[config.mk]
export PLATFORM = sky130hd
export DESIGN_NAME = rsbc_top
export DESIGN_NICKNAME = d
export VERILOG_FILES = /design/src/hw/rsbc_pkg.sv /design/src/hw/rsbc_decode.sv /design/src/hw/rsbc_top.sv
export SDC_FILE = /design/constraint.sdc
export NUM_CORES = 1
export LEC_CHECK = 0
export BUFFER_PORTS_ARGS = -buffer_cell sky130_fd_sc_hd__buf_2
export CAP_MARGIN = 10
export CELL_PAD_IN_SITES_DETAIL_PLACEMENT = 1
export CELL_PAD_IN_SITES_GLOBAL_PLACEMENT = 1
export CORE_MARGIN = 4
export CORE_UTILIZATION = 28
export DETAILED_ROUTE_END_ITERATION = 8
export PLACE_DENSITY_LB_ADDON = 0.12
export SLEW_MARGIN = 25
export SYNTH_ARGS = -nofsm -noshare
export SYNTH_HDL_FRONTEND = slang
export SYNTH_SLANG_ARGS = --single-unit
[constraint.sdc]
create_clock -name pclk -period 1.48 [get_ports pclk]
set_input_delay 0.222 -clock pclk [delete_from_list [all_inputs] [get_ports pclk]]
set_output_delay 0.222 -clock pclk [all_outputs]
set_load 0.03 [all_outputs]
[src/hw/rsbc_pkg.sv]
package rsbc_pkg;

	// ****************************************************************
	// Register map
	// ****************************************************************
	localparam logic [11:0] RSBC_ADDR_CONFIG = 12'h000;
	localparam logic [11:0] RSBC_ADDR_FREQ   = 12'h004;
	localparam logic [11:0] RSBC_ADDR_STRAPS = 12'h008;
	localparam logic [11:0] RSBC_ADDR_CTRL   = 12'h00C;

	// ****************************************************************
	// Strap vector layout
	// ****************************************************************
	localparam int RSBC_STRAP_W = 14;
	localparam logic [13:0] RSBC_PULLUP_MASK = 14'h2E00;

	// ****************************************************************
	// Encodings
	// ****************************************************************
	typedef enum logic [1:0]
	{
		RSBC_CLK_RF     = 2'h0,
		RSBC_CLK_RTC    = 2'h1,
		RSBC_CLK_EXT    = 2'h2,
		RSBC_CLK_ACQ    = 2'h3
	} rsbc_bootclk_e;

	typedef enum logic [2:0]
	{
		RSBC_F_13P0     = 3'h0,
		RSBC_F_16P369   = 3'h1,
		RSBC_F_16P8     = 3'h2,
		RSBC_F_19P2     = 3'h3,
		RSBC_F_24P5535  = 3'h4,
		RSBC_F_26P0     = 3'h5,
		RSBC_F_33P6     = 3'h6,
		RSBC_F_NONE     = 3'h7
	} rsbc_freq_e;

	localparam logic [4:0] RSBC_EXT_13P0 = 5'h00;
	localparam logic [4:0] RSBC_EXT_16P8 = 5'h08;
	localparam logic [4:0] RSBC_EXT_19P2 = 5'h0D;
	localparam logic [4:0] RSBC_EXT_33P6 = 5'h1E;

	// ****************************************************************
	// Decoded configuration
	// ****************************************************************
	typedef struct packed
	{
		logic          boot_internal;
		logic          rf_integrated;
		rsbc_bootclk_e boot_clock;
		logic          bus_reserved;
		rsbc_freq_e    freq;
		logic          freq_unsupported;
	} rsbc_cfg_s;

	localparam rsbc_cfg_s RSBC_CFG_RESET = '{1'b0, 1'b1, RSBC_CLK_ACQ, 1'b0,
		RSBC_F_16P369, 1'b0};

	localparam logic [1:0] RSBC_TST_01 = 2'h1;
	localparam logic [1:0] RSBC_TST_00 = 2'h0;
	localparam logic [1:0] RSBC_TST_10 = 2'h2;

endpackage

[src/hw/rsbc_decode.sv]
`timescale 1ns/1ps
`default_nettype none
module rsbc_decode
	import rsbc_pkg::*;
(
	input  wire logic [13:0] straps,
	input  wire logic [1:0]  test_straps,
	output var rsbc_cfg_s    cfg
);

	always_comb
	begin
		cfg.boot_internal = straps[0];
		cfg.rf_integrated = straps[1];
		cfg.boot_clock    = rsbc_bootclk_e'({straps[3], straps[2]});
		cfg.bus_reserved  = straps[7];
		cfg.freq_unsupported = 1'b0;
		if (test_straps == RSBC_TST_01)
		begin
			cfg.freq = RSBC_F_24P5535;
		end
		else if (test_straps == RSBC_TST_00)
		begin
			cfg.freq = RSBC_F_16P369;
		end
		else if (test_straps == RSBC_TST_10)
		begin
			cfg.freq = RSBC_F_26P0;
		end
		else if (straps[13:9] == RSBC_EXT_13P0)
		begin
			cfg.freq = RSBC_F_13P0;
		end
		else if (straps[13:9] == RSBC_EXT_16P8)
		begin
			cfg.freq = RSBC_F_16P8;
		end
		else if (straps[13:9] == RSBC_EXT_19P2)
		begin
			cfg.freq = RSBC_F_19P2;
		end
		else if (straps[13:9] == RSBC_EXT_33P6)
		begin
			cfg.freq = RSBC_F_33P6;
		end
		else
		begin
			cfg.freq             = RSBC_F_NONE;
			cfg.freq_unsupported = 1'b1;
		end
	end

endmodule
`default_nettype wire

[src/hw/rsbc_top.sv]
// Summary of operation
// Data bus straps sampled during reset, latched for the session; the code samples them at the first clock after release.
// Boot source strap: 1 internal boot memory, 0 external.
// RF variant strap: 0 older separate chip, 1 integrated front end.
// Boot clock {hi,lo}: 00 RF, 01 RTC, 10 external, 11 acquisition.
// Bus width strap: 0 selects 16 bit, 1 reserved.
// Test straps 01, 00, 10 select 24.5535, 16.369, 26 MHz.
// Test straps 11: extended 00000,01000,01101,11110 give 13,16.8,19.2,33.6.
// Board straps bus 0, clock 11, RF type 1, boot 0.
// Internal pull-ups on extended straps 13, 11, 10, 9.
// Board sets every strap with external resistor.
// Reference oscillator clock used as boot clock; the code selects it after reset, but a write of 0 to CTRL bit 0 turns it off.
// Latched values constant after reset; bus returns to normal.
// Unlisted frequency straps flagged unsupported.
//
// Added by the designer: the APB slave port and the address map.
`timescale 1ns/1ps
`default_nettype none
module rsbc_top
	import rsbc_pkg::*;
(
	input  wire logic        pclk,
	input  wire logic        presetn,
	input  wire logic        psel,
	input  wire logic        penable,
	input  wire logic        pwrite,
	input  wire logic [11:0] paddr,
	input  wire logic [31:0] pwdata,
	output logic      [31:0] prdata,
	output logic             pready,
	output logic             pslverr,
	input  wire logic [13:0] data_bus_in,
	input  wire logic [13:0] data_bus_drive,
	input  wire logic        test_clock_freq_strap,
	input  wire logic        test_datain_freq_strap,
	output logic             boot_internal,
	output logic             rf_integrated,
	output logic [1:0]       boot_clock_sel,
	output logic             bus_width_reserved,
	output logic [2:0]       ref_freq_sel,
	output logic             freq_unsupported,
	output logic             config_valid,
	output logic             use_ref_as_boot_clock
);

	// ****************************************************************
	// Strap capture
	// ****************************************************************
	logic [13:0] strap_reg;
	logic [13:0] strap_next;
	logic [1:0]  test_reg;
	logic [1:0]  test_next;
	logic        captured_reg;
	logic        captured_next;
	logic [13:0] strap_level;
	rsbc_cfg_s   dec_cfg;
	rsbc_cfg_s   cfg_reg;
	rsbc_cfg_s   cfg_next;
	logic        ref_boot_reg;
	logic        ref_boot_next;

	// Undriven pulled-up pins read as one
	always_comb
	begin
		strap_level = (data_bus_in & data_bus_drive)
			| (RSBC_PULLUP_MASK & ~data_bus_drive);
	end

	// First clock after release takes the straps, then frozen
	always_comb
	begin
		strap_next    = strap_reg;
		test_next     = test_reg;
		captured_next = captured_reg;
		if (!captured_reg)
		begin
			strap_next    = strap_level;
			test_next     = {test_clock_freq_strap, test_datain_freq_strap};
			captured_next = 1'b1;
		end
	end

	rsbc_decode u_decode
	(
		.straps      (strap_reg),
		.test_straps (test_reg),
		.cfg         (dec_cfg)
	);

	// ****************************************************************
	// Configuration and control
	// ****************************************************************
	logic        ctrl_ref_reg;
	logic        ctrl_ref_next;
	logic        valid_reg;
	logic        valid_next;

	always_comb
	begin
		cfg_next      = cfg_reg;
		valid_next    = valid_reg;
		ctrl_ref_next = ctrl_ref_reg;
		if (captured_reg && !valid_reg)
		begin
			cfg_next   = dec_cfg;
			valid_next = 1'b1;
		end
		if (psel && penable && pwrite && paddr == RSBC_ADDR_CTRL)
		begin
			ctrl_ref_next = pwdata[0];
		end
		ref_boot_next = ctrl_ref_reg;
	end

	// ****************************************************************
	// APB read path
	// ****************************************************************
	logic [31:0] rdata_next;
	logic        err_next;

	always_comb
	begin
		rdata_next = 32'h0000_0000;
		err_next   = 1'b0;
		if (paddr == RSBC_ADDR_CONFIG)
		begin
			rdata_next[5:0] = {cfg_reg.bus_reserved, cfg_reg.boot_clock,
				cfg_reg.rf_integrated, cfg_reg.boot_internal, valid_reg};
		end
		else if (paddr == RSBC_ADDR_FREQ)
		begin
			rdata_next[3:0] = {cfg_reg.freq_unsupported, cfg_reg.freq};
		end
		else if (paddr == RSBC_ADDR_STRAPS)
		begin
			rdata_next[15:0] = {test_reg, strap_reg};
		end
		else if (paddr == RSBC_ADDR_CTRL)
		begin
			rdata_next[0] = ctrl_ref_reg;
		end
		else
		begin
			err_next = 1'b1;
		end
		if (!(psel && !penable) || pwrite)
		begin
			rdata_next = prdata;
		end
	end

	always_ff @(posedge pclk or negedge presetn)
	begin
		if (!presetn)
		begin
			strap_reg    <= 14'h0000;
			test_reg     <= 2'h0;
			captured_reg <= 1'b0;
			cfg_reg      <= RSBC_CFG_RESET;
			valid_reg    <= 1'b0;
			ctrl_ref_reg <= 1'b1;
			ref_boot_reg <= 1'b1;
			prdata       <= 32'h0000_0000;
			pready       <= 1'b0;
			pslverr      <= 1'b0;
		end
		else
		begin
			strap_reg    <= strap_next;
			test_reg     <= test_next;
			captured_reg <= captured_next;
			cfg_reg      <= cfg_next;
			valid_reg    <= valid_next;
			ctrl_ref_reg <= ctrl_ref_next;
			ref_boot_reg <= ref_boot_next;
			prdata       <= rdata_next;
			pready       <= psel && !penable;
			pslverr      <= (psel && !penable) ? err_next : 1'b0;
		end
	end

	// ****************************************************************
	// Configuration outputs
	// ****************************************************************
	always_comb
	begin
		boot_internal         = cfg_reg.boot_internal;
		rf_integrated         = cfg_reg.rf_integrated;
		boot_clock_sel        = cfg_reg.boot_clock;
		bus_width_reserved    = cfg_reg.bus_reserved;
		ref_freq_sel          = cfg_reg.freq;
		freq_unsupported      = cfg_reg.freq_unsupported;
		config_valid          = valid_reg;
		use_ref_as_boot_clock = ref_boot_reg;
	end

endmodule
`default_nettype wire

# Word-level counts from Yosys, hierarchy flattened
# Cells that the tools add are included.
# op_classes
bitwise	3
n_eq_ne	8
mux	26
reduce_logical	12
# ops
cell	count
$eq 12x4->1 const B	2
$mux 3	6
$mux 1	15
$mux 15	1
$and 14x14->14	1
$not 14->14	1
$or 14x14->14	1
$eq 12x3->1 const B	1
$logic_not 12->1	1
$mux 12	1
$eq 5x4->1 const B	2
$mux 10	1
$mux 6	1
$eq 5x5->1 const B	1
$logic_and 1x1->1	5
$logic_not 5->1	1
$mux 4	1
$logic_not 1->1	3
$eq 2x1->1 const B	1
$eq 2x2->1 const B	1
$logic_not 2->1	1
$logic_or 1x1->1	1
# totals
ff_bits	47
inputBits	79
wordCells	64

# Logic depth before layout (Yosys ltp)
# Gate-level depths: netlist of the first run.
# depth
ltp_word	8
mapped_depth	6
ltp_nobuf	4

# By module
# Synthesis of the first run repeated with hierarchy kept, for this count alone.
# hier_totals
hier_cells	229
hier_area_um2	2227.1
# modules_own_cells
mod	area_per_inst_um2	n_inst	cells_per_inst
rsbc_top	2102.0	1	210
rsbc_decode	125.1	1	19

# Worst setup path after synthesis of the first run
# Ideal clock, no wire load.
# synth_timing
kind	flip-flop to flip-flop
startpoint	register valid_reg, in the netlist config_valid
endpoint	register prdata[0]
path_buffers	0
path_slack_ns	-0.091
t_arrival_ns	1.450
setup_time_ns	0.121
synth_period_minus_slack_ns	1.571
stages_incl_launch_ff	4
required_ns	1.359
path_cell_list	dfrtp_1 > or3_1 > mux4_2 > a22o_1
# synth_between
elab_chain_len	1
# synth_rtl
element	line_no	source
from (decl)	rsbc_top.sv:95	logic valid_reg;
from (signal assigned)	rsbc_top.sv:173	valid_reg <= valid_next;
$mux 6	rsbc_top.sv:125	if (paddr == RSBC_ADDR_CONFIG)
to (signal assigned)	rsbc_top.sv:176	prdata <= rdata_next;
to (decl)	rsbc_top.sv:29	output logic [31:0] prdata,
# Every way passes these cells.
# A chain may end at the register's enable or synchronous reset.

# Worst setup path after layout of the first run
# Ends and elaborated chain as after synthesis.

==> results of run 1 <==
## worst min-delay path by stage
stage                  startpoint            end  slack [ns]  cells past startpoint
2_1_floorplan             presetn  boot_internal       -0.07                      0
3_3_place_gp              presetn     prdata[13]        0.17                      1
3_5_place_dp              presetn     prdata[15]        0.17                      1
4_1_cts        data_bus_drive[13]  strap_reg[13]        0.08                      2
5_1_grt        data_bus_drive[13]  strap_reg[13]        0.07                      2
6_report       data_bus_drive[13]  strap_reg[13]        0.09                      2
## per-layer routing
layer | global-route usage [%] | up-vias | part of all wire [%]
met4 | 4.27 | 0 | 1.4
met1 | 18.3 | 835 | 48
met2 | 18.5 | 65 | 43
met3 | 3.39 | 7 | 7.7
li1 | - | 845 | -
met5 | 0 | - | 0
## cell type report
cell class / count / area, sq um
fillers: 878 / 4560
flip-flops and latches: 47 / 1180
multi-input cells: 140 / 842
repair buffers: 90 / 526
well taps: 99 / 124
clock buffers: 8 / 100
inverters: 8 / 30.0
## critical path: stages (launching register included)
cell and delay (ns):
sky130_fd_sc_hd__dfrtp_2 0.41, sky130_fd_sc_hd__or3_1 0.31, sky130_fd_sc_hd__mux4_2 0.46, sky130_fd_sc_hd__a22o_1 0.19
## cell usage in the layout (no fill, tap or decap), types with 3 or more instances in the layout
cell / count
sky130_fd_sc_hd__buf_2: 76
sky130_fd_sc_hd__dfrtp_1: 40
sky130_fd_sc_hd__nand2_1: 38
sky130_fd_sc_hd__conb_1: 17
sky130_fd_sc_hd__o21ai_0: 14
sky130_fd_sc_hd__a22o_1: 13
sky130_fd_sc_hd__buf_4: 10
sky130_fd_sc_hd__inv_1: 8
sky130_fd_sc_hd__a21oi_1: 8
sky130_fd_sc_hd__nor2_1: 7
sky130_fd_sc_hd__clkbuf_8: 7
sky130_fd_sc_hd__dfstp_2: 6
sky130_fd_sc_hd__nand2b_1: 5
sky130_fd_sc_hd__mux2_2: 5
sky130_fd_sc_hd__nor3b_1: 4
sky130_fd_sc_hd__nor2b_1: 3
sky130_fd_sc_hd__nor4_4: 3
sky130_fd_sc_hd__a32oi_1: 3
sky130_fd_sc_hd__buf_12: 3
## repair_timing
item	in CTS	in global routing
pin swaps	1	0
hold endpoints to repair	15	0
endpoints found under the setup margin	1	1
hold buffers	1	0
setup buffers	0	0
## kinds of logic (layout without fill, tap and decap cells)
kind of cell	Yosys count	after routing	share of synthesized area, %
AOI/OAI and AO/OA	45	45	14.0
and+or+nand+nor	71	71	18.1
muxes	6	6	3.67
xor gates and xnor gates	1	1	0.408
DFF	47	47	55.1
other	2	17	0.350
buffers and inverters	31	106	8.28
## power breakdown
| group | internal (mW) | total, mW | switching, mW | leakage [nW] |
|---|---|---|---|---|
| registers | 1.36 | 1.42 | 0.0599 | 0.588 |
| logic | 0.159 | 0.440 | 0.281 | 0.777 |
| clock network | 0.427 | 0.856 | 0.429 | 0.0515 |
## per-stage QoR
stage                     worst slack [ns]  hold slack, ns  total power [mW]
final                               0.0119          0.0864              2.72
after global routing               -0.0149          0.0710              2.88
after CTS                          0.00779          0.0759              2.77
after detailed placement           -0.0347           0.174              1.90
after floorplan                    -0.0471         -0.0736              1.72
after global placement             -0.0724           0.173              1.89
==> results_tabular.tex, run 1 <==
\begin{tabular}{lr}
\hline
Metric & Value \\
\hline
\multicolumn{2}{l}{\textbf{Timing}} \\
Time the final worst path needs with I/O delays and setup & 1.47 ns \\
Final period utilization & 99.2\% \\
RSZ-0062 raised after global routing & true \\
Final number of hold-violating endpoints & 0 \\
Max-slew violation count & 0 \\
Total Neg Setup Slack & 0 ns \\
Maximum frequency from static timing analysis & 681 MHz \\
Post-Route Skew & 0.00731 ns \\
Total of endpoints with negative setup slack in the final report & 0 \\
\multicolumn{2}{l}{\textbf{Yosys}} \\
Async set or reset register ratio after synthesis & 100\% \\
Number of synthesis warnings & 0 \\
Sequential cell area fraction in the yosys report & 55.1\% \\
Mapped Avg Cell Area & 10.6 sq um \\
Gate Count Post-Synth & 203 \\
Count of flip-flops with a built-in enable after synthesis & 0 \\
Cell type with the largest total area after synthesis & sky130\_fd\_sc\_hd\_\_dfrtp\_1 \\
Top post-synthesis cells by area & sky130\_fd\_sc\_hd\_\_dfrtp\_1 (48\%), sky130\_fd\_sc\_hd\_\_dfstp\_2 (7.3\%), sky130\_fd\_sc\_hd\_\_nand2\_1 (6.6\%) \\
Most common cell in the netlist & sky130\_fd\_sc\_hd\_\_dfrtp\_1 \\
Mapped Area & 2150 sq um \\
Share of the synthesized area in the top cell type & 47.8\% \\
Post-synth top cells & sky130\_fd\_sc\_hd\_\_dfrtp\_1 (41), sky130\_fd\_sc\_hd\_\_nand2\_1 (38), sky130\_fd\_sc\_hd\_\_buf\_4 (16) \\
Count of state elements after synthesis & 47 \\
Post-synth top flop & sky130\_fd\_sc\_hd\_\_dfrtp\_1 \\
Library cells used by synthesis & 37 \\
\multicolumn{2}{l}{\textbf{Clock tree}} \\
CTS buffer count & 5 \\
CTS tree & built \\
Clock slew at reported path FFs & 0.09 ns \\
Maximum level of the CTS H-tree & 2 \\
Clock root buffer master & sky130\_fd\_sc\_hd\_\_clkbuf\_8 \\
Insertion delay to the later sink of the worst-skew pair & 0.30 ns \\
\# resized after CTS & 0 \\
Number of clock sinks & 47 \\
Number of buffers on the longest clock path & 2 \\
\multicolumn{2}{l}{\textbf{Detailed routing}} \\
Number of vias per cell & 4.47 \\
Count of nets left with antenna violations after detail routing & 0 \\
Wire length reported by the detailed router & 5560 microns \\
Average routed wire per standard cell & 14.2 microns \\
Drt drc & 0 \\
Total number of vias & 1752 \\
Detailed-router iteration count before antenna repair & 4 \\
DRC marker count from the first detailed-route iteration & 48 \\
\multicolumn{2}{l}{\textbf{Global route}} \\
Initial antenna violation count & 0 \\
Pin count of the biggest net entering global routing & 33 \\
Gr ovfl total & 0 \\
First-pass GRT wire length & 8950 microns \\
Via count of the first global-routing pass & 1782 \\
Global-route usage over all layers & 12.8\% \\
\multicolumn{2}{l}{\textbf{Place}} \\
Sum of net half-perimeters after detailed placement & 4280 microns \\
PortBufs & 76 \\
Final estimated routing congestion in global placement & 0.774 \\
Area after detailed placement & 2700 sq um \\
Total placed cells including tap cells & 383 \\
\multicolumn{2}{l}{\textbf{Setup path}} \\
Data arrival at the endpoint of the critical path & 1.67 ns \\
End of the worst register-to-register path & prdata[0] \\
Reg2Reg Depth & 3 \\
Crit Path Class & reg2reg \\
Endpoint kind of the worst setup timing path & flop \\
Required time of the worst setup path & 1.68 ns \\
Critical path startpoint & config\_valid \\
Startpoint class of the critical path & flop \\
End point of the critical path & prdata[0] \\
Slack of the worst reg-to-reg path & 0.01 ns \\
Startpoint of the worst register-to-register path & config\_valid \\
Worst Path Max Fanout & 2 \\
\multicolumn{2}{l}{\textbf{Floorplanning}} \\
Die H & 95.6 microns \\
Initial Util & 29.1\% \\
Number of core rows & 31 \\
Die width & 95.6 microns \\
Die outline area & 9130 sq um \\
Core Region & 7370 sq um \\
Count of pins on the block boundary & 124 \\
\multicolumn{2}{l}{\textbf{Cells and area}} \\
Final cell area excluding filler cells & 2810 sq um \\
Largest register FFs & 16 \\
Total inserted antenna cells & 0 \\
Nets & 371 \\
Synthesis-to-finish area growth & 30.7\% \\
Share of final-layout standard cells stronger than drive strength 1 & 39.6\% \\
Utilization of the core after routing & 38.1\% \\
Number of standard cells in the layout, taps in and fillers out & 392 \\
\multicolumn{2}{l}{\textbf{Run status}} \\
Outcome & finished, final reports clean \\
\multicolumn{2}{l}{\textbf{Min path}} \\
Min-delay worst type & in2reg \\
\multicolumn{2}{l}{\textbf{Power}} \\
Leakage Power & 1.42 nW \\
Worst VDD drop & 0.315 mV \\
Power per cell area & 969 nW/um\^{}2 \\
\multicolumn{2}{l}{\textbf{Flow run}} \\
Max capacitance violation total & 0 \\
\hline
\end{tabular}
Power figures use the tool's default switching activity.
==> inputs of run 2 (changes only) <==
- PLACE_DENSITY_LB_ADDON: 0.12 -> 0.1
- SLEW_MARGIN: 25 -> default
==> run 2 against run 1 <==
  * Total power rose by 5.6%
  * Clock power up 18%
  * Critical path depth did not move
  * Die area did not move
  * Highest routed layer unchanged
  * Count of clock-buffer cells in the layout is 2 lower
==> results_tabular.tex, run 2 (same netlist as run 1, synthesis figures left out) <==
\begin{tabular}{lr}
\hline
Metric & Value \\
\hline
\multicolumn{2}{l}{\textbf{Floorplanning}} \\
Number of core rows & 31 (unchanged) \\
Die width & 95.6 microns (unchanged) \\
Die outline area & 9130 sq um (unchanged) \\
Core Region & 7370 sq um (unchanged) \\
Count of pins on the block boundary & 124 (unchanged) \\
Die H & 95.6 microns (unchanged) \\
Initial Util & 29.1\% (unchanged) \\
\multicolumn{2}{l}{\textbf{Cells and area}} \\
Final cell area excluding filler cells & 2820 sq um (was 2810 sq um) \\
Most frequent standard cell in the layout excluding fill and tap cells & sky130\_fd\_sc\_hd\_\_buf\_2 (unchanged) \\
Utilization of the core after routing & 38.3\% (was 38.1\%) \\
Share of final-layout standard cells stronger than drive strength 1 & 40.1\% (was 39.6\%) \\
Number of standard cells in the layout, taps in and fillers out & 393 (was 392) \\
Nets & 372 (was 371) \\
Largest register FFs & 16 (unchanged) \\
Total inserted antenna cells & 0 (unchanged) \\
Top library cells by usage in the layout, fill and taps aside & sky130\_fd\_sc\_hd\_\_buf\_2 (76), sky130\_fd\_sc\_hd\_\_dfrtp\_1 (40), sky130\_fd\_sc\_hd\_\_nand2\_1 (38) (unchanged) \\
Synthesis-to-finish area growth & 31.5\% (was 30.7\%) \\
\multicolumn{2}{l}{\textbf{Clock tree}} \\
Maximum level of the CTS H-tree & 2 (unchanged) \\
CTS buffer count & 5 (unchanged) \\
Insertion delay to the later sink of the worst-skew pair & 0.30 ns (about the same) \\
Clock slew at reported path FFs & 0.09 ns (about the same) \\
Number of buffers on the longest clock path & 2 (unchanged) \\
Number of clock sinks & 47 (unchanged) \\
Clock root buffer master & sky130\_fd\_sc\_hd\_\_clkbuf\_8 (unchanged) \\
CTS tree & built (unchanged) \\
Buffers inserted during post-CTS setup optimization & 0 (unchanged) \\
\multicolumn{2}{l}{\textbf{Setup path}} \\
Slack of the worst reg-to-reg path & 0.05 ns (was 0.01 ns) \\
Startpoint of the worst register-to-register path & config\_valid (unchanged) \\
Data arrival at the endpoint of the critical path & 1.63 ns (was 1.67 ns) \\
Cell-by-cell listing of the critical path & or3\_1 -> mux4\_2 -> a22o\_1 (unchanged) \\
Reg2Reg Depth & 3 (unchanged) \\
Slowest cell on the critical path & sky130\_fd\_sc\_hd\_\_mux4\_2 (unchanged) \\
Buffers \& Inverters on Critical Path & 0 (unchanged) \\
Endpoint kind of the worst setup timing path & flop (unchanged) \\
Delay of the slowest critical-path stage & 0.44 ns (was 0.46 ns) \\
Worst Path Max Fanout & 2 (unchanged) \\
End of the worst register-to-register path & prdata[0] (unchanged) \\
Startpoint class of the critical path & flop (unchanged) \\
Cell family contributing the most delay on the critical path & multiplexers (unchanged) \\
Required time of the worst setup path & 1.68 ns (about the same) \\
Crit Path Class & reg2reg (unchanged) \\
\multicolumn{2}{l}{\textbf{Detailed routing}} \\
DRC marker count from the first detailed-route iteration & 38 (was 48) \\
Count of nets left with antenna violations after detail routing & 0 (unchanged) \\
Total number of vias & 1736 (was 1752) \\
Wire length reported by the detailed router & 5560 microns (about the same) \\
Drt drc & 0 (unchanged) \\
Detailed-router iteration count before antenna repair & 4 (unchanged) \\
Average routed wire per standard cell & 14.1 microns (was 14.2 microns) \\
Number of vias per cell & 4.42 (was 4.47) \\
\multicolumn{2}{l}{\textbf{Timing}} \\
Time the final worst path needs with I/O delays and setup & 1.43 ns (was 1.47 ns) \\
Final number of hold-violating endpoints & 0 (unchanged) \\
Maximum frequency from static timing analysis & 700 MHz (was 681 MHz) \\
Total Neg Setup Slack & 0 ns (unchanged) \\
Max-slew violation count & 0 (unchanged) \\
Final critical-path setup slack & 0.0510 ns (was 0.0119 ns) \\
RSZ-0062 raised after global routing & false (was true) \\
Final period utilization & 96.6\% (was 99.2\%) \\
WHS & 0.0734 ns (was 0.0864 ns) \\
Total of endpoints with negative setup slack in the final report & 0 (unchanged) \\
Post-Route Skew & 0.0112 ns (was 0.00731 ns) \\
\multicolumn{2}{l}{\textbf{Min path}} \\
Min-delay worst type & in2reg (unchanged) \\
Worst Hold End & strap\_reg[13] (unchanged) \\
Start point of the worst hold path & data\_bus\_drive[13] (unchanged) \\
Number of instances on the worst hold path & 2 (unchanged) \\
\multicolumn{2}{l}{\textbf{Global route}} \\
Gr ovfl total & 0 (unchanged) \\
Pin count of the biggest net entering global routing & 48 (was 33) \\
Via count of the first global-routing pass & 1790 (was 1782) \\
First-pass GRT wire length & 8980 microns (was 8950 microns) \\
Global-route usage over all layers & 12.9\% (was 12.8\%) \\
Initial antenna violation count & 0 (unchanged) \\
\multicolumn{2}{l}{\textbf{Power}} \\
Power per cell area & 1020 nW/um\^{}2 (was 969 nW/um\^{}2) \\
Worst VDD drop & 0.378 mV (was 0.315 mV) \\
Overall power consumption & 2.87 mW (was 2.72 mW) \\
Leakage Power & 1.43 nW (was 1.42 nW) \\
\multicolumn{2}{l}{\textbf{Place}} \\
PortBufs & 76 (unchanged) \\
Sum of net half-perimeters after detailed placement & 4220 microns (was 4280 microns) \\
Total placed cells including tap cells & 384 (was 383) \\
Area after detailed placement & 2690 sq um (was 2700 sq um) \\
Final estimated routing congestion in global placement & 0.746 (was 0.774) \\
Post-place setup slack & -0.0849 ns (was -0.0347 ns) \\
\multicolumn{2}{l}{\textbf{Flow run}} \\
Max capacitance violation total & 0 (unchanged) \\
\multicolumn{2}{l}{\textbf{Run status}} \\
Outcome & finished, final reports clean (unchanged) \\
\hline
\end{tabular}
[run 2: cell count changes in the layout (fill, tap and decap cells not counted)]
cell,before,now
sky130_fd_sc_hd__buf_12,3,2
sky130_fd_sc_hd__buf_4,10,12
sky130_fd_sc_hd__bufinv_16,0,1
sky130_fd_sc_hd__clkbuf_1,1,0
sky130_fd_sc_hd__clkbuf_8,7,6
sky130_fd_sc_hd__inv_6,0,1
[run 2: cell type report]
class	instances	area, sq um
Multi-Input combinational cell	140	842
Inverter	8	30.0
Sequential cell	47	1180
Clock inverter	2	38.8
Tap cell	99	124
Timing Repair Buffer	91	520
Clock buffer	6	82.6
Fill cell	903	4550
[run 2: worst max path at each step]
stage | start | endpoint | slack (ns) | cells past startpoint
CTS | config_valid | prdata[0] | 0.04 | 3
floorplan | config_valid | prdata[0] | -0.05 | 3
finish | config_valid | prdata[0] | 0.05 | 3
global route | config_valid | prdata[0] | 0.02 | 3
detailed placement | paddr[5] | ctrl_ref_reg | -0.08 | 5
global placement | paddr[5] | ctrl_ref_reg | -0.07 | 5
[run 2: repair_timing]
action                                 CTS  global route
hold buffers                             1             0
endpoints found under the hold margin   41             0
resized for setup                        0             0
[run 2: worst register-to-register path, cell delays in order (launching register included)]
cell,delay [ns]
sky130_fd_sc_hd__dfrtp_2,0.40
sky130_fd_sc_hd__or3_1,0.29
sky130_fd_sc_hd__mux4_2,0.44
sky130_fd_sc_hd__a22o_1,0.20
[run 2: routing by layer]
layer	wire length [microns]	track usage, %
met1	2590	17.4
met3	456	3.71
met4	44	3.55
met5	0	0
met2	2470	20.1
[run 2: power by group]
part | internal [mW] | switching [mW] | total [mW]
Clock | 0.556 | 0.452 | 1.01
Sequential | 1.36 | 0.0581 | 1.42
Combinational | 0.158 | 0.283 | 0.441
==> inputs of run 3 (changes only) <==
- CORE_ASPECT_RATIO: default -> 0.8
==> run 3 against run 2 <==
  * Count of clock-buffer cells in the layout is the same
  * Sequential power is essentially flat
  * Cell area shrank 0.93%
  * Critical endpoint unchanged
  * Critical path type unchanged
  * The flow now finishes with violations (negative setup slack)
==> results_tabular.tex, run 3 (same netlist as run 1, synthesis figures left out) <==
\begin{tabular}{lr}
\hline
Metric & Value \\
\hline
\multicolumn{2}{l}{\textbf{Timing}} \\
Maximum frequency from static timing analysis & 673 MHz (was 700 MHz) \\
Post-Route Skew & 0.00457 ns (was 0.0112 ns) \\
Total of endpoints with negative setup slack in the final report & 1 (was 0) \\
Total Neg Setup Slack & -0.00509 ns (was 0 ns) \\
Max-slew violation count & 0 (unchanged) \\
Final number of hold-violating endpoints & 0 (unchanged) \\
Time the final worst path needs with I/O delays and setup & 1.49 ns (was 1.43 ns) \\
Final period utilization & 100\% (was 96.6\%) \\
Final critical-path setup slack & -0.00509 ns (was 0.0510 ns) \\
RSZ-0062 raised after global routing & true (was false) \\
\multicolumn{2}{l}{\textbf{Setup path}} \\
Endpoint kind of the worst setup timing path & flop (unchanged) \\
Crit Path Class & reg2reg (unchanged) \\
Startpoint class of the critical path & flop (unchanged) \\
Data arrival at the endpoint of the critical path & 1.67 ns (was 1.63 ns) \\
Worst Path Max Fanout & 2 (unchanged) \\
Required time of the worst setup path & 1.66 ns (was 1.68 ns) \\
\multicolumn{2}{l}{\textbf{Detailed routing}} \\
Number of vias per cell & 4.37 (was 4.42) \\
Average routed wire per standard cell & 14.3 microns (was 14.1 microns) \\
Detailed-router iteration count before antenna repair & 3 (was 4) \\
Count of nets left with antenna violations after detail routing & 0 (unchanged) \\
Drt drc & 0 (unchanged) \\
Wire length reported by the detailed router & 5730 microns (was 5560 microns) \\
DRC marker count from the first detailed-route iteration & 54 (was 38) \\
Total number of vias & 1752 (was 1736) \\
\multicolumn{2}{l}{\textbf{Run status}} \\
Violations in the final reports & negative setup slack \\
Outcome & complete, but fails checks (was finished, final reports clean) \\
\multicolumn{2}{l}{\textbf{Global route}} \\
First-pass GRT wire length & 9390 microns (was 8980 microns) \\
Pin count of the biggest net entering global routing & 27 (was 48) \\
Global-route usage over all layers & 13.0\% (was 12.9\%) \\
Initial antenna violation count & 0 (unchanged) \\
Via count of the first global-routing pass & 1837 (was 1790) \\
Gr ovfl total & 0 (unchanged) \\
\multicolumn{2}{l}{\textbf{Cells and area}} \\
Top library cells by usage in the layout, fill and taps aside & sky130\_fd\_sc\_hd\_\_buf\_2 (76), sky130\_fd\_sc\_hd\_\_dfrtp\_1 (40), sky130\_fd\_sc\_hd\_\_nand2\_1 (38) (unchanged) \\
Synthesis-to-finish area growth & 30.2\% (was 31.5\%) \\
Final cell area excluding filler cells & 2800 sq um (was 2820 sq um) \\
Utilization of the core after routing & 37.7\% (was 38.3\%) \\
Share of final-layout standard cells stronger than drive strength 1 & 40.2\% (was 40.1\%) \\
Largest register FFs & 16 (unchanged) \\
Total inserted antenna cells & 0 (unchanged) \\
Nets & 374 (was 372) \\
Most frequent standard cell in the layout excluding fill and tap cells & sky130\_fd\_sc\_hd\_\_buf\_2 (unchanged) \\
\multicolumn{2}{l}{\textbf{Floorplanning}} \\
Number of core rows & 28 (was 31) \\
Count of pins on the block boundary & 124 (unchanged) \\
Die width & 106 microns (was 95.6 microns) \\
Initial Util & 28.9\% (was 29.1\%) \\
Core Region & 7430 sq um (was 7370 sq um) \\
Die H & 86.3 microns (was 95.6 microns) \\
Die outline area & 9140 sq um (was 9130 sq um) \\
\multicolumn{2}{l}{\textbf{Clock tree}} \\
Clock slew at reported path FFs & 0.09 ns (about the same) \\
Number of buffers on the longest clock path & 2 (unchanged) \\
Insertion delay to the later sink of the worst-skew pair & 0.30 ns (about the same) \\
Number of clock sinks & 47 (unchanged) \\
Clock root buffer master & sky130\_fd\_sc\_hd\_\_clkbuf\_8 (unchanged) \\
CTS tree & built (unchanged) \\
Maximum level of the CTS H-tree & 2 (unchanged) \\
CTS buffer count & 5 (unchanged) \\
\multicolumn{2}{l}{\textbf{Place}} \\
Final estimated routing congestion in global placement & 0.748 (was 0.746) \\
Sum of net half-perimeters after detailed placement & 4520 microns (was 4220 microns) \\
PortBufs & 76 (unchanged) \\
Area after detailed placement & 2700 sq um (was 2690 sq um) \\
\multicolumn{2}{l}{\textbf{Power}} \\
Power per cell area & 940 nW/um\^{}2 (was 1020 nW/um\^{}2) \\
Leakage Power & 1.41 nW (was 1.43 nW) \\
Worst VDD drop & 0.358 mV (was 0.378 mV) \\
Overall power consumption & 2.63 mW (was 2.87 mW) \\
\multicolumn{2}{l}{\textbf{Min path}} \\
Min-delay worst type & in2reg (unchanged) \\
\multicolumn{2}{l}{\textbf{Flow run}} \\
Max capacitance violation total & 0 (unchanged) \\
\hline
\end{tabular}
==> run 3: final timing paths <==
path / from / endpoint / slack (ns) / depth (start not counted)
hold reg to reg: ctrl_ref_reg / use_ref_as_boot_clock / 0.37 / 0
setup reg to reg: config_valid / prdata[0] / -0.005 / 3
setup / recovery: config_valid / prdata[0] / -0.005 / 3
max in group asynchronous: presetn / boot_clock_sel[0] / 0.76 / 3
hold / removal: data_bus_drive[13] / strap_reg[13] / 0.09 / 2
min in group asynchronous: presetn / prdata[14] / 0.43 / 3
==> run 3: layout make-up <==
class / instances / area, sq um
clock inverters: 2 / 12.5
inverters: 8 / 30.0
fillers: 886 / 4630
repair buffers: 93 / 523
flip-flops and latches: 47 / 1180
multi-input cells: 140 / 842
clock buffers: 6 / 72.6
well taps: 105 / 131
==> run 3: metal layers <==
layer	track usage, %	part of all wire [%]	vias to the layer above
li1	-	-	847
met1	18.4	48	845
met2	19.5	44	53
met3	4.02	6.8	7
met4	3.53	0.99	0
met5	0	0	-
==> run 3: timing repair <==
| item | 4_1_cts | 5_1_grt |
|---|---|---|
| endpoints found under the hold margin | 41 | 0 |
| hold buffers | 1 | 0 |
| buffers inserted | 0 | 0 |
| gates resized for setup | 0 | 0 |
| endpoints found under the setup margin | 1 | 1 |
| pin swaps | 1 | 0 |
==> run 3: where the power goes <==
part / switching, mW / internal, mW
Sequential: 0.0633 / 1.36
Combinational: 0.280 / 0.158
Clock: 0.433 / 0.331
Total: 0.776 / 1.85
==> run 3: per-stage QoR <==
step / worst slack [ns] / hold WS, ns / cells
6_report: -0.00509 / 0.0945 / 401
5_1_grt: -0.0566 / 0.0936 / 401
4_1_cts: -0.0167 / 0.0859 / 401
3_5_place_dp: -0.0262 / 0.236 / 392
3_3_place_gp: -0.00348 / 0.232 / 392
2_1_floorplan: -0.0471 / -0.0736 / 218
==> run 3: worst max-delay path: stages, from the launching register on <==
cell	delay (ns)
sky130_fd_sc_hd__dfrtp_2	0.40
sky130_fd_sc_hd__or3_1	0.32
sky130_fd_sc_hd__mux4_2	0.45
sky130_fd_sc_hd__a22o_1	0.20
